### config.mk
export PLATFORM = sky130hd
export DESIGN_NAME = mwp_top
export DESIGN_NICKNAME = d
export VERILOG_FILES = /design/src/hw/mwp_pkg.sv /design/src/hw/mwp_deglitch.sv /design/src/hw/mwp_pulse.sv /design/src/hw/mwp_top.sv
export SDC_FILE = /design/constraint.sdc
export NUM_CORES = 1
export LEC_CHECK = 0
export BUFFER_PORTS_ARGS = -buffer_cell sky130_fd_sc_hd__clkbuf_2
export CAP_MARGIN = 20
export CELL_PAD_IN_SITES_DETAIL_PLACEMENT = 0
export CELL_PAD_IN_SITES_GLOBAL_PLACEMENT = 1
export CORE_MARGIN = 2
export CORE_UTILIZATION = 48
export CTS_CLUSTER_DIAMETER = 150
export DETAILED_ROUTE_END_ITERATION = 16
export GPL_TIMING_DRIVEN = 0
export PLACE_DENSITY_LB_ADDON = 0.2
export SETUP_SLACK_MARGIN = 0.3
export SYNTH_ARGS = -nofsm -noshare
export SYNTH_HDL_FRONTEND = slang
export SYNTH_HIERARCHICAL = 1
export SYNTH_SLANG_ARGS = --single-unit
### constraint.sdc
create_clock -name core_clk_in -period 18.3 [get_ports core_clk_in]
set_input_delay 1.83 -clock core_clk_in [delete_from_list [all_inputs] [get_ports core_clk_in]]
set_output_delay 1.83 -clock core_clk_in [all_outputs]
set_load 0.01 [all_outputs]
### src/hw/mwp_pkg.sv
// Purpose: Shared constants for the motion wake pulse interface
// Assumes: 100 MHz core clock
// Notes: Times kept in their own unit, counts derived from them
package mwp_pkg;

    localparam int CLK_NS = 10;
    localparam int US_NS = 1000;
    localparam logic [6:0] TICK_CYC = 7'(US_NS / CLK_NS);

    ////////////////////////////////////////////////////////////////////////////////////////
    // Filter times
    localparam int DGL_MOT_NS = 10000;
    localparam logic [9:0] DGL_MOT_CYC = 10'(DGL_MOT_NS / CLK_NS);
    localparam int WAKE_FLT_NS = 400;
    localparam logic [9:0] WAKE_FLT_CYC = 10'(WAKE_FLT_NS / CLK_NS);
    localparam int HIB_FLT_NS = 850;
    localparam logic [9:0] HIB_FLT_CYC = 10'(HIB_FLT_NS / CLK_NS);

    ////////////////////////////////////////////////////////////////////////////////////////
    // Threshold pulse ranges, least rounded up, longest rounded down
    localparam int THR1_MIN_NS = 562500;
    localparam int THR1_MAX_NS = 883000;
    localparam int THR2_MIN_NS = 1125000;
    localparam int THR2_MAX_NS = 1570000;
    localparam int THR3_MIN_NS = 2250000;
    localparam int THR3_MAX_NS = 2950000;
    localparam logic [12:0] THR1_MIN_US = 13'((THR1_MIN_NS + US_NS - 1) / US_NS);
    localparam logic [12:0] THR1_MAX_US = 13'(THR1_MAX_NS / US_NS);
    localparam logic [12:0] THR2_MIN_US = 13'((THR2_MIN_NS + US_NS - 1) / US_NS);
    localparam logic [12:0] THR2_MAX_US = 13'(THR2_MAX_NS / US_NS);
    localparam logic [12:0] THR3_MIN_US = 13'((THR3_MIN_NS + US_NS - 1) / US_NS);
    localparam logic [12:0] THR3_MAX_US = 13'(THR3_MAX_NS / US_NS);
    localparam logic [1:0] THR_RESET = 2'h1;

    ////////////////////////////////////////////////////////////////////////////////////////
    // Pulse widths and boot timing
    localparam logic [13:0] SAMPLE_READY_PULSE_US = 14'h0020;
    localparam logic [13:0] BOOT1_PULSE_US = 14'h0040;
    localparam logic [20:0] BOOT_WAIT_US = 21'h0001f4;
    localparam int TON_NS = 528500;
    localparam logic [20:0] TON_US = 21'((TON_NS + US_NS - 1) / US_NS);
    localparam logic [27:0] TON_FRAC_MUL = 28'h0000069;
    localparam int TON_FRAC_SH = 16;

    // Check limits in cycles
    localparam int SAMPLE_READY_PULSE_MIN_CYC = 29000 / CLK_NS;
    localparam int SAMPLE_READY_PULSE_MAX_CYC = 35600 / CLK_NS;
    localparam int BOOT1_MIN_CYC = 58000 / CLK_NS;
    localparam int BOOT1_MAX_CYC = 71200 / CLK_NS;
    localparam int BOOT2_MIN_CYC = 9000000 / CLK_NS;
    localparam int BOOT2_MAX_CYC = 11200000 / CLK_NS;
    localparam int MOT_MIN_CYC = 4550000 / CLK_NS;
    localparam int MOT_MAX_CYC = 5560000 / CLK_NS;
    localparam int STBY_MAX_CYC = 1000000 / CLK_NS;
    localparam int MOTB_MAX_CYC = 17700000 / CLK_NS;

    ////////////////////////////////////////////////////////////////////////////////////////
    // Register map
    localparam logic [11:0] CTRL_OFS = 12'h000;
    localparam logic [11:0] PERIOD_OFS = 12'h004;
    localparam logic [11:0] STATUS_OFS = 12'h008;
    localparam int CTRL_ACTIVE_BIT = 0;
    localparam int CTRL_HIB_BIT = 1;
    localparam int CTRL_LPM_BIT = 2;
    localparam int CTRL_DEC_LSB = 4;
    localparam int CTRL_SOFT_BIT = 8;
    localparam int STAT_THR_LSB = 3;
    localparam int STAT_STRAP_BIT = 5;
    localparam int STAT_LINE_BIT = 6;
    localparam logic [20:0] PERIOD_RESET = 21'h002710;

    typedef enum logic [2:0] {
        MWP_BOOT = 3'h0,
        MWP_BPULSE = 3'h1,
        MWP_STANDBY = 3'h2,
        MWP_WAKE = 3'h3,
        MWP_ACTIVE = 3'h4,
        MWP_HIB = 3'h5,
        MWP_WINDOW = 3'h6,
        MWP_MOTION = 3'h7
    } mwp_state_t;

endpackage : mwp_pkg

### src/hw/mwp_deglitch.sv
// Purpose: Two-flop synchroniser and stability filter for one pin
// Assumes: Filter length given in core cycles
// Notes: Output moves only after the input held steady for len cycles
`timescale 1ns/100ps
module mwp_deglitch #(
    parameter logic INIT = 1'b0
) (
    input wire logic core_clk_in,
    input wire logic reset_n_in,
    input wire logic raw_in,
    input wire logic [9:0] len_in,
    output logic flt_out
);
    typedef struct packed {
        logic s1;
        logic s2;
        logic [9:0] cnt;
        logic flt;
    } mwp_dgl_t;

    mwp_dgl_t q;
    mwp_dgl_t d;

    always_comb begin
        d = q;
        d.s1 = raw_in;
        d.s2 = q.s1;
        if (q.s2 == q.flt) begin
            d.cnt = 10'h000;
        end else if (q.cnt + 10'h001 >= len_in) begin
            d.flt = q.s2;
            d.cnt = 10'h000;
        end else begin
            d.cnt = q.cnt + 10'h001;
        end
    end

    always_ff @(posedge core_clk_in or negedge reset_n_in) begin
        if (!reset_n_in) begin
            q <= '{s1: INIT, s2: INIT, cnt: 10'h000, flt: INIT};
        end else begin
            q <= d;
        end
    end

    assign flt_out = q.flt;
endmodule : mwp_deglitch

### src/hw/mwp_pulse.sv
// Purpose: Timed pulse of a given length in microsecond ticks
// Assumes: tick_in is a one-cycle pulse once per microsecond
// Notes: Width is len-1 to len microseconds, a restart reloads it
`timescale 1ns/100ps
module mwp_pulse (
    input wire logic core_clk_in,
    input wire logic reset_n_in,
    input wire logic tick_in,
    input wire logic start_in,
    input wire logic [13:0] len_in,
    output logic busy_out
);
    typedef struct packed {
        logic [13:0] cnt;
    } mwp_pls_t;

    mwp_pls_t q;
    mwp_pls_t d;

    always_comb begin
        d = q;
        if (start_in) begin
            d.cnt = len_in;
        end else if (tick_in && q.cnt != 14'h0000) begin
            d.cnt = q.cnt - 14'h0001;
        end
    end

    always_ff @(posedge core_clk_in or negedge reset_n_in) begin
        if (!reset_n_in) begin
            q <= '{cnt: 14'h0000};
        end else begin
            q <= d;
        end
    end

    assign busy_out = q.cnt != 14'h0000;

endmodule : mwp_pulse

### src/hw/mwp_top.sv
// Purpose: Boot, pulse timing and one-wire motion line sequencing
// Assumes: APB slave, zero wait states, one 100 MHz clock
// Notes: Motion line driven low only while a motion pulse runs
`timescale 1ns/100ps
// Notes on behaviour
// - After line goes high in motion boot, threshold window lasts 5 ms.
// - Host pulse 562.5 to 883 us selects motion threshold one.
// - Host pulse 1125 to 1570 us selects motion threshold two.
// - Host pulse 2250 to 2950 us selects motion threshold three.
// - Strap low: each new sample gives a 32 us ready pulse.
// - Boot done pulse: 64 us with strap low, 10 ms with strap high.
// - Motion boot: line deglitched, transitions under 10 us ignored.
// - Hibernate exit filters wake 400 ns or motion line 850 ns.
// - Strap low: standby reached within 1 ms of reset.
// - Strap and line high: motion mode reached within 17.7 ms.
// - First sample after 528.5 us plus decimation dependent extra time.
// - Low power mode forces decimation one.
// - Own interrupt pulse on line does not add to host hibernate low time.
// - Motion boot: detected motion drives a 5 ms pulse on line.
module mwp_top #(
    parameter int WIN_US = 5000,
    parameter int MOT_PULSE_US = 5000,
    parameter int BOOT2_PULSE_US = 10000,
    parameter int HIB_LOW_US = 910
) (
    input wire logic core_clk_in,
    input wire logic reset_n_in,
    input wire logic psel_in,
    input wire logic penable_in,
    input wire logic pwrite_in,
    input wire logic [11:0] paddr_in,
    input wire logic [31:0] pwdata_in,
    output logic [31:0] prdata_out,
    output logic pready_out,
    output logic pslverr_out,
    input wire logic boot_mode_strap_in,
    input wire logic wake_n_in,
    input wire logic motion_wire_in,
    output logic motion_wire_out,
    output logic motion_wire_oe_out,
    input wire logic motion_event_in,
    output logic sample_ready_pulse_out,
    output logic boot_done_out,
    output logic [1:0] motion_threshold_out
);
    typedef struct packed {
        mwp_pkg::mwp_state_t st;
        logic str1;
        logic str2;
        logic strap;
        logic [20:0] tmr;
        logic [12:0] width;
        logic [12:0] low;
        logic [1:0] thr;
        logic [6:0] tick;
        logic mf;
        logic active;
        logic hib_req;
        logic low_power_mode;
        logic [2:0] decimation_factor;
        logic [20:0] output_rate;
        logic [31:0] prdata;
    } mwp_top_t;

    mwp_top_t q;
    mwp_top_t d;
    logic tick;
    logic mflt;
    logic wflt;
    logic rise;
    logic fall;
    logic in_r1;
    logic in_r2;
    logic in_r3;
    logic [9:0] mlen;
    logic sample_ready_pulse_start;
    logic boot_start;
    logic mot_start;
    logic sample_ready_pulse_busy;
    logic boot_busy;
    logic mot_busy;
    logic [13:0] boot_len;
    logic [2:0] dlog;
    logic [27:0] xprod;
    logic [27:0] ydiv;
    logic [27:0] yfrac;
    logic [20:0] ton_us;
    logic wr_en;
    logic hit;

    ////////////////////////////////////////////////////////////////////////////////////////
    // Pin filters and pulse generators
    assign mlen = (q.st == mwp_pkg::MWP_HIB && q.strap) ? mwp_pkg::HIB_FLT_CYC
                                                       : mwp_pkg::DGL_MOT_CYC;
    mwp_deglitch #(.INIT(1'b0)) u_mot_flt (
        .core_clk_in(core_clk_in),
        .reset_n_in(reset_n_in),
        .raw_in(motion_wire_in),
        .len_in(mlen),
        .flt_out(mflt)
    );
    mwp_deglitch #(.INIT(1'b1)) u_wake_flt (
        .core_clk_in(core_clk_in),
        .reset_n_in(reset_n_in),
        .raw_in(wake_n_in),
        .len_in(mwp_pkg::WAKE_FLT_CYC),
        .flt_out(wflt)
    );
    mwp_pulse u_sample_ready_pulse (
        .core_clk_in(core_clk_in),
        .reset_n_in(reset_n_in),
        .tick_in(tick),
        .start_in(sample_ready_pulse_start),
        .len_in(mwp_pkg::SAMPLE_READY_PULSE_US),
        .busy_out(sample_ready_pulse_busy)
    );
    mwp_pulse u_boot (
        .core_clk_in(core_clk_in),
        .reset_n_in(reset_n_in),
        .tick_in(tick),
        .start_in(boot_start),
        .len_in(boot_len),
        .busy_out(boot_busy)
    );
    mwp_pulse u_mot (
        .core_clk_in(core_clk_in),
        .reset_n_in(reset_n_in),
        .tick_in(tick),
        .start_in(mot_start),
        .len_in(14'(MOT_PULSE_US)),
        .busy_out(mot_busy)
    );

    ////////////////////////////////////////////////////////////////////////////////////////
    // Decode and first sample delay
    assign tick = q.tick == mwp_pkg::TICK_CYC - 7'h01;
    assign rise = mflt && !q.mf;
    assign fall = !mflt && q.mf;
    assign in_r1 = q.width >= mwp_pkg::THR1_MIN_US && q.width <= mwp_pkg::THR1_MAX_US;
    assign in_r2 = q.width >= mwp_pkg::THR2_MIN_US && q.width <= mwp_pkg::THR2_MAX_US;
    assign in_r3 = q.width >= mwp_pkg::THR3_MIN_US && q.width <= mwp_pkg::THR3_MAX_US;
    assign boot_len = q.strap ? 14'(BOOT2_PULSE_US) : mwp_pkg::BOOT1_PULSE_US;
    assign dlog = q.low_power_mode ? 3'h0 : q.decimation_factor;
    assign xprod = ({7'h00, q.output_rate} << dlog) - {7'h00, q.output_rate};
    assign ydiv = xprod >> dlog;
    assign yfrac = (ydiv * mwp_pkg::TON_FRAC_MUL) >> mwp_pkg::TON_FRAC_SH;
    assign ton_us = mwp_pkg::TON_US + 21'(ydiv - yfrac);
    assign wr_en = psel_in && penable_in && pwrite_in;
    assign hit = paddr_in == mwp_pkg::CTRL_OFS || paddr_in == mwp_pkg::PERIOD_OFS
              || paddr_in == mwp_pkg::STATUS_OFS;

    ////////////////////////////////////////////////////////////////////////////////////////
    // Next state
    always_comb begin
        d = q;
        sample_ready_pulse_start = 1'b0;
        boot_start = 1'b0;
        mot_start = 1'b0;
        d.str1 = boot_mode_strap_in;
        d.str2 = q.str1;
        d.mf = mflt;
        d.tick = tick ? 7'h00 : q.tick + 7'h01;
        if (rise) begin
            d.width = 13'h0000;
        end else if (tick && q.width != 13'h1fff) begin
            d.width = q.width + 13'h0001;
        end
        case (q.st)
            mwp_pkg::MWP_BOOT: begin
                d.strap = q.str2;
                if (tick) begin
                    d.tmr = q.tmr + 21'h000001;
                end
                if (q.tmr >= mwp_pkg::BOOT_WAIT_US) begin
                    d.tmr = 21'h000000;
                    if (q.strap) begin
                        d.st = mwp_pkg::MWP_WINDOW;
                    end else begin
                        d.st = mwp_pkg::MWP_BPULSE;
                        boot_start = 1'b1;
                    end
                end
            end
            mwp_pkg::MWP_WINDOW: begin
                if (tick && (mflt || q.tmr != 21'h000000)) begin
                    d.tmr = q.tmr + 21'h000001;
                end
                if (fall && in_r1) begin
                    d.thr = 2'h1;
                end else if (fall && in_r2) begin
                    d.thr = 2'h2;
                end else if (fall && in_r3) begin
                    d.thr = 2'h3;
                end
                if (q.tmr >= 21'(WIN_US)) begin
                    d.tmr = 21'h000000;
                    d.st = mwp_pkg::MWP_BPULSE;
                    boot_start = 1'b1;
                end
            end
            mwp_pkg::MWP_BPULSE: begin
                if (!boot_busy) begin
                    d.st = q.strap ? mwp_pkg::MWP_MOTION : mwp_pkg::MWP_STANDBY;
                end
            end
            mwp_pkg::MWP_STANDBY: begin
                d.tmr = 21'h000000;
                if (q.hib_req) begin
                    d.st = mwp_pkg::MWP_HIB;
                end else if (q.active) begin
                    d.st = mwp_pkg::MWP_WAKE;
                end
            end
            mwp_pkg::MWP_WAKE: begin
                if (tick) begin
                    d.tmr = q.tmr + 21'h000001;
                end
                if (!q.active) begin
                    d.st = mwp_pkg::MWP_STANDBY;
                end else if (q.tmr >= ton_us) begin
                    d.tmr = 21'h000000;
                    d.st = mwp_pkg::MWP_ACTIVE;
                    sample_ready_pulse_start = 1'b1;
                end
            end
            mwp_pkg::MWP_ACTIVE: begin
                if (tick) begin
                    d.tmr = q.tmr + 21'h000001;
                end
                if (!q.active) begin
                    d.st = mwp_pkg::MWP_STANDBY;
                end else if (tick && q.tmr + 21'h000001 >= q.output_rate) begin
                    d.tmr = 21'h000000;
                    sample_ready_pulse_start = 1'b1;
                end
            end
            mwp_pkg::MWP_HIB: begin
                if (q.strap ? mflt : !wflt) begin
                    d.st = q.strap ? mwp_pkg::MWP_MOTION : mwp_pkg::MWP_STANDBY;
                    d.hib_req = 1'b0;
                    d.low = 13'h0000;
                end
            end
            mwp_pkg::MWP_MOTION: begin
                if (mflt || mot_busy) begin
                    d.low = mflt ? 13'h0000 : q.low;
                end else if (tick) begin
                    d.low = q.low + 13'h0001;
                end
                if (q.low >= 13'(HIB_LOW_US)) begin
                    d.st = mwp_pkg::MWP_HIB;
                end else if (motion_event_in && !mot_busy) begin
                    mot_start = 1'b1;
                end
            end
            default: begin
                d.st = mwp_pkg::MWP_BOOT;
            end
        endcase
        if (psel_in && !penable_in) begin
            case (paddr_in)
                mwp_pkg::CTRL_OFS: begin
                    d.prdata = {25'h0000000, q.decimation_factor, 1'b0, q.low_power_mode,
                                q.hib_req, q.active};
                end
                mwp_pkg::PERIOD_OFS: begin
                    d.prdata = {11'h000, q.output_rate};
                end
                mwp_pkg::STATUS_OFS: begin
                    d.prdata = {25'h0000000, q.mf, q.strap, q.thr, q.st};
                end
                default: begin
                    d.prdata = 32'h00000000;
                end
            endcase
        end
        if (wr_en && paddr_in == mwp_pkg::CTRL_OFS) begin
            d.active = pwdata_in[mwp_pkg::CTRL_ACTIVE_BIT];
            d.hib_req = pwdata_in[mwp_pkg::CTRL_HIB_BIT];
            d.low_power_mode = pwdata_in[mwp_pkg::CTRL_LPM_BIT];
            d.decimation_factor = pwdata_in[mwp_pkg::CTRL_DEC_LSB +: 3];
            if (pwdata_in[mwp_pkg::CTRL_SOFT_BIT]) begin
                d.st = mwp_pkg::MWP_BOOT;
                d.tmr = 21'h000000;
                d.active = 1'b0;
                d.hib_req = 1'b0;
            end
        end
        if (wr_en && paddr_in == mwp_pkg::PERIOD_OFS) begin
            d.output_rate = pwdata_in[20:0];
        end
    end

    always_ff @(posedge core_clk_in or negedge reset_n_in) begin
        if (!reset_n_in) begin
            q <= '{st: mwp_pkg::MWP_BOOT, str1: 1'b0, str2: 1'b0, strap: 1'b0,
                   tmr: 21'h000000, width: 13'h0000, low: 13'h0000,
                   thr: mwp_pkg::THR_RESET, tick: 7'h00, mf: 1'b0, active: 1'b0,
                   hib_req: 1'b0, low_power_mode: 1'b0, decimation_factor: 3'h0,
                   output_rate: mwp_pkg::PERIOD_RESET, prdata: 32'h00000000};
        end else begin
            q <= d;
        end
    end

    assign prdata_out = q.prdata;
    assign pready_out = 1'b1;
    assign pslverr_out = psel_in && penable_in && !hit;
    assign motion_wire_out = 1'b0;
    assign motion_wire_oe_out = mot_busy;
    assign sample_ready_pulse_out = sample_ready_pulse_busy;
    assign boot_done_out = boot_busy;
    assign motion_threshold_out = q.thr;

    ////////////////////////////////////////////////////////////////////////////////////////
    // Check helpers
    function automatic logic [23:0] run_len(input logic lvl, input logic [23:0] cnt);
        run_len = lvl ? cnt + 24'h000001 : 24'h000000;
    endfunction : run_len

    logic [23:0] sample_ready_pulse_len;
    logic [23:0] boot_run;
    logic [23:0] mot_run;
    logic [23:0] boot_cyc;

    always_ff @(posedge core_clk_in or negedge reset_n_in) begin
        if (!reset_n_in) begin
            sample_ready_pulse_len <= 24'h000000;
            boot_run <= 24'h000000;
            mot_run <= 24'h000000;
            boot_cyc <= 24'h000000;
        end else begin
            sample_ready_pulse_len <= run_len(sample_ready_pulse_busy, sample_ready_pulse_len);
            boot_run <= run_len(boot_busy, boot_run);
            mot_run <= run_len(mot_busy, mot_run);
            boot_cyc <= run_len(q.st == mwp_pkg::MWP_BOOT || q.st == mwp_pkg::MWP_BPULSE
                                || q.st == mwp_pkg::MWP_WINDOW, boot_cyc);
        end
    end
endmodule : mwp_top

# After elaboration in Yosys (flattened, before gate mapping)
# Index checks and enable logic that the tools add are counted.
[totals]
input_bits = 53
word_cells = 192
regBits = 190
[op_classes]
mux = 68
mul = 1
add_sub_neg = 12
magnitude_cmp = 13
n_reduce_logical = 51
n_eq_ne = 16
n_bitwise = 2
n_shift = 2
[op_table]
columns = ["cell", "n"]
rows = [
  ["21-bit 2-to-1 mux", 10],
  ["21-bit one-hot mux with 5 select lines", 1],
  ["14-bit 2-to-1 mux", 7],
  ["13-bit 2-to-1 mux", 6],
  ["21-bit one-hot mux with 3 select lines", 1],
  ["10-bit 2-to-1 mux", 5],
  ["3-bit 2-to-1 mux", 15],
  ["21-bit greater-or-equal comparator", 2],
  ["14-bit nonzero test", 3],
  ["14-bit by 1-bit subtractor with 14-bit output, second input constant", 3],
  ["28-bit by 7-bit multiplier with 28-bit output, second input constant", 1],
  ["21-bit by 3-bit << shifter with 28-bit output", 1],
  ["28-bit by 3-bit >> shifter with 28-bit output", 1],
  ["28-bit by 21-bit subtractor with 28-bit output", 1],
  ["13-bit by 1-bit adder with 13-bit output, second input constant", 2],
  ["13-bit by 10-bit greater-or-equal comparator with 1-bit output, second input constant", 2],
  ["13-bit one-hot mux with 2 select lines", 1],
  ["3-bit one-hot mux with 8 select lines", 1],
  ["1-bit logical AND", 22],
  ["10-bit by 21-bit adder with 21-bit output, first input constant", 1],
  ["21-bit by 1-bit adder with 21-bit output, second input constant", 1],
  ["21-bit by 13-bit greater-or-equal comparator with 1-bit output, second input constant", 1],
  ["21-bit by 9-bit greater-or-equal comparator with 1-bit output, second input constant", 1],
  ["21-bit nonzero test", 1],
  ["35 further kinds", 75],
]

# Longest topological paths before layout
# Gate-level depths: netlist of the first run.
[logic_depth]
word_depth = 13
depth_mapped = 74
mapped_depth_nobuf = 67

# Modules after synthesis
# Netlist of the first run, hierarchy kept.
[by_module_without_submodules]
columns = ["module", "n_inst", "area_per_inst_um2", "cells_each"]
rows = [
  ["mwp_top", 1, 14263.7, 1836],
  ["mwp_pulse", 3, 914.6, 105],
  ["mwp_deglitch at u_wake_flt", 1, 805.8, 81],
  ["mwp_deglitch at u_mot_flt", 1, 802.0, 81],
]

# Worst setup path before layout of the first run
# OpenSTA, ideal clock, no wires.
[synth_path]
path_type = "register to register"
from = "register q[56] (netlist name)"
to = "register q[110] (netlist name)"
period_less_slack_ns = 13.002
path_slack_ns = 5.298
setup_ns = 0.082
stages_incl_launch_ff = 59
arrival_time_ns = 12.920
cell_sequence = "dfrtp_1 nand2b_1 buf_2 buf_1 clkbuf_1 buf_1 clkbuf_1 nand4_1 ha_1 fa_1 nand2b_1 a211o_1 a21oi_1 o21ai_1 o21ai_1 xor2_1 mux2i_1 mux2_2 (+23 left out) a21oi_1 o21bai_1 a21oi_1 o21bai_1 o21bai_1 and2_2 a31oi_1 o21ai_1 nand2b_1 ha_1 o21a_1 o21a_1 o21ai_0 o21bai_1 a211oi_1 nor3_1 or4_1 a31oi_1"

==> impl_metrics.tcl, run 1 <==
set metrics [dict create \
    status "complete, no violations" \
    critical_path.max_stage_delay_ns 0.68 \
    critPathKind "flip-flop to flip-flop" \
    htree_levels 4 \
    vias_per_cell 5.68 \
    die_h_um 201 \
    hp-class "flip-flop to flip-flop" \
    p_leak_uw 0.00979 \
    yosys.area.top_type_share_pct 22.9 \
    timing.final.max_slew_violations 0 \
    p_per_area_nw_per_um2 102 \
    synth_area_um2 18600 \
    cp-end-kind "flip-flop" \
    critPathBufInv 7 \
    worstMarginPinSlew_ns 1.02 \
    yosysTopAreaCell "dfrtp_1" \
    coreArea_um2 38500 \
    setup_viol 0 \
    num_io_pins 93 \
    cts_sinks 179 \
    nNetsFinal 2746 \
    fin_tns_setup_ns 0 \
    max-cap-violations 0 \
    grt_max_degree 104 \
    area_growth_pct 10.1 \
    vias 17000 \
    grt_pass1_vias 16600 \
    finalHoldViolCount 0 \
    drive_gt1_share_pct 9.42 \
    nFillCells 3761 \
    final.setup_skew_ns 0.00718 \
    gp_congestion 0.953 \
    grt_pass1_wl_mm 86.5 \
    start_util_pct 48.4 \
    ff_latch_area_um2 4490 \
    multi_input_area_um2 13000 \
    cts.repair.resized 0 \
    port_buffers 67 \
    synth.distinct_cells 104 \
    crit_top_cell "ha_1" \
    post-cts-setup-buffer-count 0 \
    finalPower_uw 2100 \
    synth_area_per_cell_um2 8.05 \
    clk_latency_ns 0.45 \
    numCtsBuffers 17 \
    path_max_fanout 10 \
    dr.pass1.iters 5 \
    relSlewSlack_pct 31.5 \
    ctsHoldBuffers 0 \
    netlist_instances 2313 \
    start_kind "flip-flop" \
    crit_arrival_ns 16.78 \
    clk_pin_slew_worst_paths_ns 0.07 \
    ir_drop_mv 0.153 \
    yosys_warnings 6 \
    max_freq_mhz 61.0 \
    synth_ff_type "dfrtp_1" \
    period_share_pct 89.6 \
    async_flop_share_pct 100 \
    die_w_um 201 \
    ctsRootBufferMaster "clkbuf_16" \
    clock_path_buffers 2 \
    hpwl_mm 41.8 \
    tritoncts "yes" \
    dieArea_um2 40400 \
    ys_ff_latch 179 \
    synth_area_leaders "dfrtp_1 23%, ha_1 14%, nand2_1 5.5%" \
    grtUsageTotal_pct 26.3 \
    grt-ovfl-total 0 \
    critPathRequiredTime_ns 18.69 \
    cp_top_family "compound AO/OA/AOI/OAI gates" \
    antennaDiodeCount 0 \
    row_count 72 \
    finalCriticalPeriod_ns 16.39 \
    drt-initial-drc-count 1176 \
    drtAntennaViolNets 0 \
    antenna_found_initial 1 \
    seq_area_frac_synth_pct 24.1 \
    slowest_stage "o21ai_0" \
    rsz0062_at_grt "false" \
    wl_mm 52.7 \
    synth_edf_count 0 \
    drcViolationCount 0 \
    routedWlPerCell_um 17.6 \
]
[state kept, by name, summed over array words and instances (netlist names), 2 cells and up]
| name | flops |
|---|---|
| q | 87 |
| u_mot/q | 14 |
| u_mot_flt/q | 11 |
| u_sample_ready_pulse/q | 14 |
| u_wake_flt/q | 11 |
| u_boot/q | 14 |
| prdata_out | 21 |
| motion_threshold_out | 2 |
[synth_stat cells, types with 9 or more instances]
library cell / number
buf_4: 36
nor4_1: 17
mux2i_1: 58
a21oi_1: 114
fa_1: 30
a2bb2oi_1: 10
o21ai_1: 13
buf_2: 14
nand2b_1: 22
nand2_1: 273
o21a_1: 19
and3_1: 28
nor3_1: 56
inv_1: 186
a211oi_1: 13
a41oi_1: 9
nand3_1: 69
xnor2_1: 73
a21o_1: 47
nor2b_1: 30
clkbuf_1: 67
or3_1: 9
dfrtp_1: 170
xor2_1: 52
a31oi_1: 20
o211ai_1: 9
nand3b_1: 10
o21ai_0: 147
o21bai_1: 21
mux2_2: 12
dfstp_2: 9
a22o_1: 10
buf_1: 16
or4_1: 11
and2_1: 11
nor2_1: 214
ha_1: 203
nand4_1: 25
[power by group]
part / switching (uW) / leakage (uW) / internal, uW
Sequential: 6.89 / 0.00221 / 402
Combinational: 697 / 0.00729 / 599
Clock: 172 / 0.000290 / 220
[cell usage in the layout (no fill, tap or decap), types with 12 or more instances in the layout]
cell / netlist / routed
nor2b_1: 30 / 30
dfrtp_1: 170 / 170
nor2_1: 214 / 214
o21a_1: 19 / 19
xor2_1: 52 / 52
mux2_2: 12 / 12
clkbuf_2: 2 / 68
and3_1: 28 / 28
a21oi_1: 114 / 114
buf_1: 16 / 16
nor4_1: 17 / 17
ha_1: 203 / 203
inv_1: 186 / 186
mux2i_1: 58 / 58
nand4_1: 25 / 25
a211oi_1: 13 / 13
nand3_1: 69 / 69
o21bai_1: 21 / 21
fa_1: 30 / 30
nand2_1: 273 / 273
o21ai_1: 13 / 13
a31oi_1: 20 / 20
conb_1: 2 / 61
o21ai_0: 147 / 147
nor3_1: 56 / 56
nand2b_1: 22 / 22
a21o_1: 47 / 47
clkbuf_1: 67 / 67
clkbuf_16: 0 / 17
buf_4: 36 / 36
buf_2: 14 / 14
xnor2_1: 73 / 73
[metrics by stage]
| step | utilization [%] | setup WS [ns] | hold slack [ns] | std cells | cell area (um2) |
|---|---|---|---|---|---|
| 6_report | 53.3 | 1.91 | 0.348 | 2991 | 20500 |
| 4_1_cts | 53.3 | 2.07 | 0.351 | 2991 | 20500 |
| 2_1_floorplan | - | 5.30 | 0.331 | 2372 | 18800 |
| 3_5_place_dp | 51.7 | 2.16 | 0.336 | 2959 | 19900 |
| 3_3_place_gp | 51.5 | 2.38 | 0.338 | 2957 | 19800 |
| 5_1_grt | 53.3 | 0.683 | 0.356 | 2991 | 20500 |
[cells by family (layout without fill, tap and decap cells)]
group                      after synthesis  after routing  share of synthesized area, %
xor gates and xnor gates               126            126                          6.00
and+or+nand+nor                        825            825                          21.3
adders and majority gates              233            233                          16.9
other                                    2             61                        0.0403
muxes                                   74             74                          4.35
buffers and inverters                  323            424                          7.39
DFF                                    179            179                          24.1
AOI/OAI and AO/OA                      551            551                          19.9
[worst paths after layout]
path | from | endpoint | slack [ns] | depth (start not counted)
hold reg to reg | u_mot_flt/d[11] | u_mot_flt/q[11] | 0.35 | 0
hold / removal | u_mot_flt/d[11] | u_mot_flt/q[11] | 0.35 | 0
setup reg to reg | q[56] | q[114] | 1.91 | 60
setup / recovery | q[56] | q[114] | 1.91 | 60
max in group asynchronous | reset_n_in | u_sample_ready_pulse/q[13] | 15.96 | 2
min in group asynchronous | reset_n_in | u_wake_flt/q[6] | 1.38 | 1
[final cells by class]
| type | count | share of cell area [%] |
|---|---|---|
| well taps | 518 | 3.16 |
| repair buffers | 69 | 1.89 |
| clock buffers | 18 | 2.14 |
| inverters | 187 | 3.43 |
| flip-flops and latches | 179 | 21.9 |
| plain buffers | 136 | 3.29 |
| multi-input cells | 1870 | 63.3 |
| clock inverters | 14 | 0.867 |
[routing by layer]
metal	global-route usage, %	part of all wire, %	vias up
met5	0	0.025	-
met4	8.54	2.7	2
met3	2.71	3.4	83
met1	34.4	45	8160
li1	-	-	8363
met2	45.6	49	373
Note: power is estimated with default switching activity, not from simulation.
==> run 2, diff against run 1 <==
clock period = 16.95 ns   (was 18.3 ns; I/O delays follow)
==> run 2 against run 1 <==
  * Clock skew is essentially flat
  * Total power increased by 7.9%
  * Via count shrank 0.10%
  * Global-route usage did not move
  * Flip-flop and latch count unchanged
  * Highest routed layer unchanged
==> impl_metrics.tcl, run 2 (synthesis results as in run 1) <==
set metrics [dict create \
    num_io_pins 93 \
    hpwl_mm 41.8 \
    die_h_um 201 \
    die_w_um 201 \
    route.met3.wl_mm 1.96 \
    final_cell_mix "273 x nand2_1, 214 x nor2_1, 203 x ha_1" \
    ir_drop_mv 0.165 \
    slowest_stage "a21oi_1" \
    reg2reg_from "q[56]" \
    nNetsFinal 2746 \
    critPathLaunch "q[56]" \
    clock_path_buffers 2 \
    vias_per_cell 5.67 \
    fin_ws_ns 1.33 \
    tritoncts "yes" \
    cp_top_family "compound AO/OA/AOI/OAI gates" \
    drcViolationCount 0 \
    area_growth_pct 10.2 \
    grt-ovfl-total 0 \
    max_freq_mhz 64.0 \
    start_kind "flip-flop" \
    rsz0062_at_grt "false" \
    antennaDiodeCount 0 \
    grt_pass1_wl_mm 86.5 \
    cp-end-kind "flip-flop" \
    grt_pass1_vias 16600 \
    cts_sinks 179 \
    seqPwrFrac_pct 19.5 \
    start_util_pct 48.4 \
    largest_reg_flops 87 \
    coreArea_um2 38500 \
    pwr-share-clk_pct 18.7 \
    post-place-ws_ns 0.813 \
    critical_path.max_stage_delay_ns 0.75 \
    wl_mm 52.7 \
    vias 17000 \
    finalHoldViolCount 0 \
    timing.final.max_slew_violations 0 \
    holdWs_ns 0.348 \
    htree_levels 4 \
    p_sw_uw 945 \
    drtAntennaViolNets 0 \
    hp-class "flip-flop to flip-flop" \
    dr.max_layer_used "met5" \
    dieArea_um2 40400 \
    fin_tns_setup_ns 0 \
    crit_arrival_ns 15.96 \
    relSlewSlack_pct 33.2 \
    regMostFlops "q" \
    met1Wirelength_mm 23.6 \
    path_max_fanout 10 \
    row_count 72 \
    critPathBufInv 9 \
    power_frac_comb_pct 61.8 \
    setup_viol 0 \
    drt-initial-drc-count 1174 \
    p_per_area_nw_per_um2 110 \
    status "complete, no violations" \
    period_share_pct 92.2 \
    worstHoldStart "u_mot_flt/d[11]" \
    grt_max_degree 104 \
    final.setup_skew_ns 0.00703 \
    grtUsageTotal_pct 26.3 \
    post-cts-setup-buffer-count 0 \
    wl_met2_mm 25.7 \
    finalCriticalPeriod_ns 15.62 \
    clk_pin_slew_worst_paths_ns 0.07 \
    worstMarginPinSlew_ns 0.991 \
    antenna_found_initial 1 \
    dr.pass1.iters 7 \
    p_int_uw 1320 \
    clk_latency_ns 0.45 \
    p_sw_share_pct 41.8 \
    p_leak_uw 0.00982 \
    port_buffers 67 \
    max-cap-violations 0 \
    critPathRequiredTime_ns 17.29 \
    ctsRootBufferMaster "clkbuf_16" \
    final_common_cell "nand2_1" \
    gp_congestion 0.953 \
    routedWlPerCell_um 17.6 \
    drive_gt1_share_pct 9.87 \
    critPathKind "flip-flop to flip-flop" \
    numCtsBuffers 17 \
    crit_top_cell "ha_1" \
]
-- run 2: layout make-up --
type / instances / area (um2)
Clock inverter: 14 / 178
Buffer: 136 / 681
Clock buffer: 18 / 439
Tap cell: 518 / 648
Multi-Input combinational cell: 1870 / 13000
Timing Repair Buffer: 69 / 387
Fill cell: 3760 / 17900
Inverter: 187 / 702
Sequential cell: 179 / 4490
-- run 2: final timing paths --
check / to / slack, ns / cells past startpoint
min reg2reg: u_mot_flt/q[11] / 0.35 / 0
max: u_sample_ready_pulse/q[1] / 1.33 / 62
max reg2reg: u_sample_ready_pulse/q[1] / 1.33 / 62
min in group asynchronous: u_wake_flt/q[6] / 1.25 / 1
max in group asynchronous: q[101] / 14.73 / 2
min: u_mot_flt/q[11] / 0.35 / 0
-- run 2: metrics by stage --
stage / utilization [%] / area, um2 / instances / power, uW
6_report: 53.3 / 20500 / 2991 / 2260
5_1_grt: 53.3 / 20500 / 2991 / 2510
3_5_place_dp: 51.7 / 19900 / 2959 / 1830
2_1_floorplan: - / 18800 / 2372 / 1550
4_1_cts: 53.3 / 20500 / 2991 / 2270
3_3_place_gp: 51.5 / 19800 / 2957 / 1800
-- run 2: power groups by stage --
stage	logic [uW]	registers [uW]	clock network [uW]
after detailed placement	1380	450	0
final	1400	441	423
after global placement	1350	449	0
after global routing	1620	442	446
after floorplan	1100	447	0
after CTS	1400	441	431
-- run 2: layer usage --
layer / track usage [%] / vias up
met4: 8.54 / 2
li1: - / 8357
met1: 34.4 / 8144
met5: 0 / -
met2: 45.6 / 373
met3: 2.71 / 88
-- run 2: repair_timing --
item                                    4_1_cts  5_1_grt
endpoints found under the setup margin        0       37
resized for setup                             0       13
hold buffers                                  0        0
-- run 2: worst reg2reg max path, delay by kind of cell (launching register included) --
kind	cells	cell delay, ns
flip-flops	1	0.50
buffers and inverters	9	2.52
multiplexers	1	0.33
adder cells (fa/ha/maj)	10	3.36
AO/OA/AOI/OAI	28	5.88
AND/OR/NAND/NOR	12	2.28
XOR/XNOR	2	0.64
==> run 3, diff against run 2 <==
CELL_PAD_IN_SITES_DETAIL_PLACEMENT = default   (was 0)
CELL_PAD_IN_SITES_GLOBAL_PLACEMENT = default   (was 1)
CORE_UTILIZATION = 64   (was 48)
==> run 3 against run 2 <==
  * Highest routed layer is now met4
  * Total power grew 0.72%
  * Worst hold slack is essentially flat
  * Clock power grew 3%
  * Sequential power is essentially flat
  * Combinational power is essentially flat
  * Non-clock buffer count is the same
  * First-iteration DRC count grew 32%
==> impl_metrics.tcl, run 3 (synthesis results as in run 1) <==
set metrics [dict create \
    die_h_um 175 \
    r2r_end "q[101]" \
    reg2reg_from "q[56]" \
    holdPathStages 0 \
    path_max_fanout 10 \
    post-cts-setup-buffer-count 0 \
    final.setup_skew_ns 0.0105 \
    htree_levels 4 \
    die_w_um 175 \
    critPathKind "flip-flop to flip-flop" \
    crit_top_cell "ha_1" \
    p_per_area_nw_per_um2 112 \
    grt_pass1_vias 17200 \
    routedWlPerCell_um 18.2 \
    period_share_pct 92.3 \
    r2r_slack_ns 1.30 \
    post-place-ws_ns 1.08 \
    pwr-share-clk_pct 19.1 \
    nFillCells 2380 \
    worstMarginPinSlew_ns 1.04 \
    vias 17600 \
    status "complete, no violations" \
    critPathRequiredTime_ns 17.28 \
    grt-ovfl-total 0 \
    p_sw_share_pct 41.2 \
    start_util_pct 64.9 \
    grtUsageTotal_pct 34.3 \
    numCtsBuffers 17 \
    wl_mm 52.0 \
    critical_path.max_stage_delay_ns 0.72 \
    final_common_cell "nand2_1" \
    hpwl_mm 40.6 \
    drt-initial-drc-count 1544 \
    setup_viol 0 \
    dr.pass1.iters 6 \
    dieArea_um2 30500 \
    grt_pass1_wl_mm 85.3 \
    holdPathEnd "u_mot_flt/q[11]" \
    coreArea_um2 28700 \
    timing.final.max_slew_violations 0 \
    max-cap-violations 0 \
    p_sw_uw 939 \
    p_int_uw 1340 \
    fin_ws_ns 1.30 \
    port_buffers 67 \
    gp_congestion 0.977 \
    cp-end-kind "flip-flop" \
    nNetsFinal 2746 \
    finalHoldViolCount 0 \
    relSlewSlack_pct 29.7 \
    cts.repair.resized 0 \
    fin_tns_setup_ns 0 \
    drtAntennaViolNets 0 \
    finalPower_uw 2280 \
    largest_reg_flops 87 \
    hp-class "flip-flop to flip-flop" \
    tritoncts "yes" \
    clk_latency_ns 0.44 \
    ctsHoldBuffers 0 \
    regMostFlops "q" \
    finalCriticalPeriod_ns 15.65 \
    ctsRootBufferMaster "clkbuf_16" \
    start_kind "flip-flop" \
    row_count 62 \
    drive_gt1_share_pct 9.79 \
    grt_max_degree 115 \
    num_io_pins 93 \
    seqPwrFrac_pct 19.4 \
    drcViolationCount 0 \
    antennaDiodeCount 0 \
    max_freq_mhz 63.9 \
    rsz0062_at_grt "false" \
    cts_sinks 179 \
    area_growth_pct 9.44 \
    ir_drop_mv 0.184 \
    vias_per_cell 6.16 \
    holdWs_ns 0.348 \
    crit_arrival_ns 15.98 \
    power_frac_comb_pct 61.6 \
    p_leak_uw 0.00983 \
    clk_pin_slew_worst_paths_ns 0.07 \
    slowest_stage "o41ai_1" \
    final_cell_mix "273 x nand2_1, 214 x nor2_1, 203 x ha_1" \
    reg2reg_depth 65 \
    clock_path_buffers 2 \
    antenna_found_initial 0 \
    worstHoldStart "u_mot_flt/d[11]" \
]
==> run 3: area by class of cell <==
class	count	area, um2	area share [%]
clock inverter	13	195	0.958
multi-input combinational	1870	13000	63.7
inverter	187	702	3.45
buffer	136	679	3.33
timing repair buffer	69	387	1.90
tap	384	480	2.36
sequential	179	4490	22.0
clock buffer	19	453	2.22
==> run 3: how the worst max path moves through the flow <==
stage                from      to  slack (ns)  depth (start not counted)
floorplan           q[56]  q[110]        3.95                         58
global placement    q[56]  q[102]        1.34                         61
detailed placement  q[56]  q[114]        1.08                         59
CTS                 q[56]  q[101]        0.96                         61
global route        q[56]  q[103]        0.38                         64
finish              q[56]  q[101]        1.30                         65
==> run 3: worst max-delay path, delay by kind of cell, from the launching register on <==
family / cells / cell delay [ns]
AOI/OAI and AO/OA: 31 / 6.47
xor gates and xnor gates: 3 / 0.78
adders and majority gates: 9 / 2.92
buffers and inverters: 8 / 2.37
DFF: 1 / 0.49
muxes: 2 / 0.51
and+or+nand+nor: 12 / 1.95
==> run 3: stage by stage <==
stage / instance area [um2] / instances / utilization (%)
final: 20400 / 2857 / 71.0
after global routing: 20400 / 2857 / 71.0
after CTS: 20400 / 2857 / 70.9
after detailed placement: 19700 / 2825 / 68.6
after global placement: 19700 / 2823 / 68.5
after floorplan: 18800 / 2372 / -
==> run 3: power by group through the flow <==
| stage | sequential [uW] | combinational, uW | clock [uW] |
|---|---|---|---|
| 3_5_place_dp | 449 | 1380 | 0 |
| 5_1_grt | 442 | 1620 | 457 |
| 4_1_cts | 441 | 1400 | 439 |
| 6_report | 441 | 1400 | 435 |
| 3_3_place_gp | 449 | 1310 | 0 |
| 2_1_floorplan | 447 | 1100 | 0 |
==> run 3: layer usage <==
layer  GRT usage [%]  routed length [um]
met5               0                   0
met4            15.5                2300
met3            4.53                2970
met2            59.9               25500
met1            42.3               21200
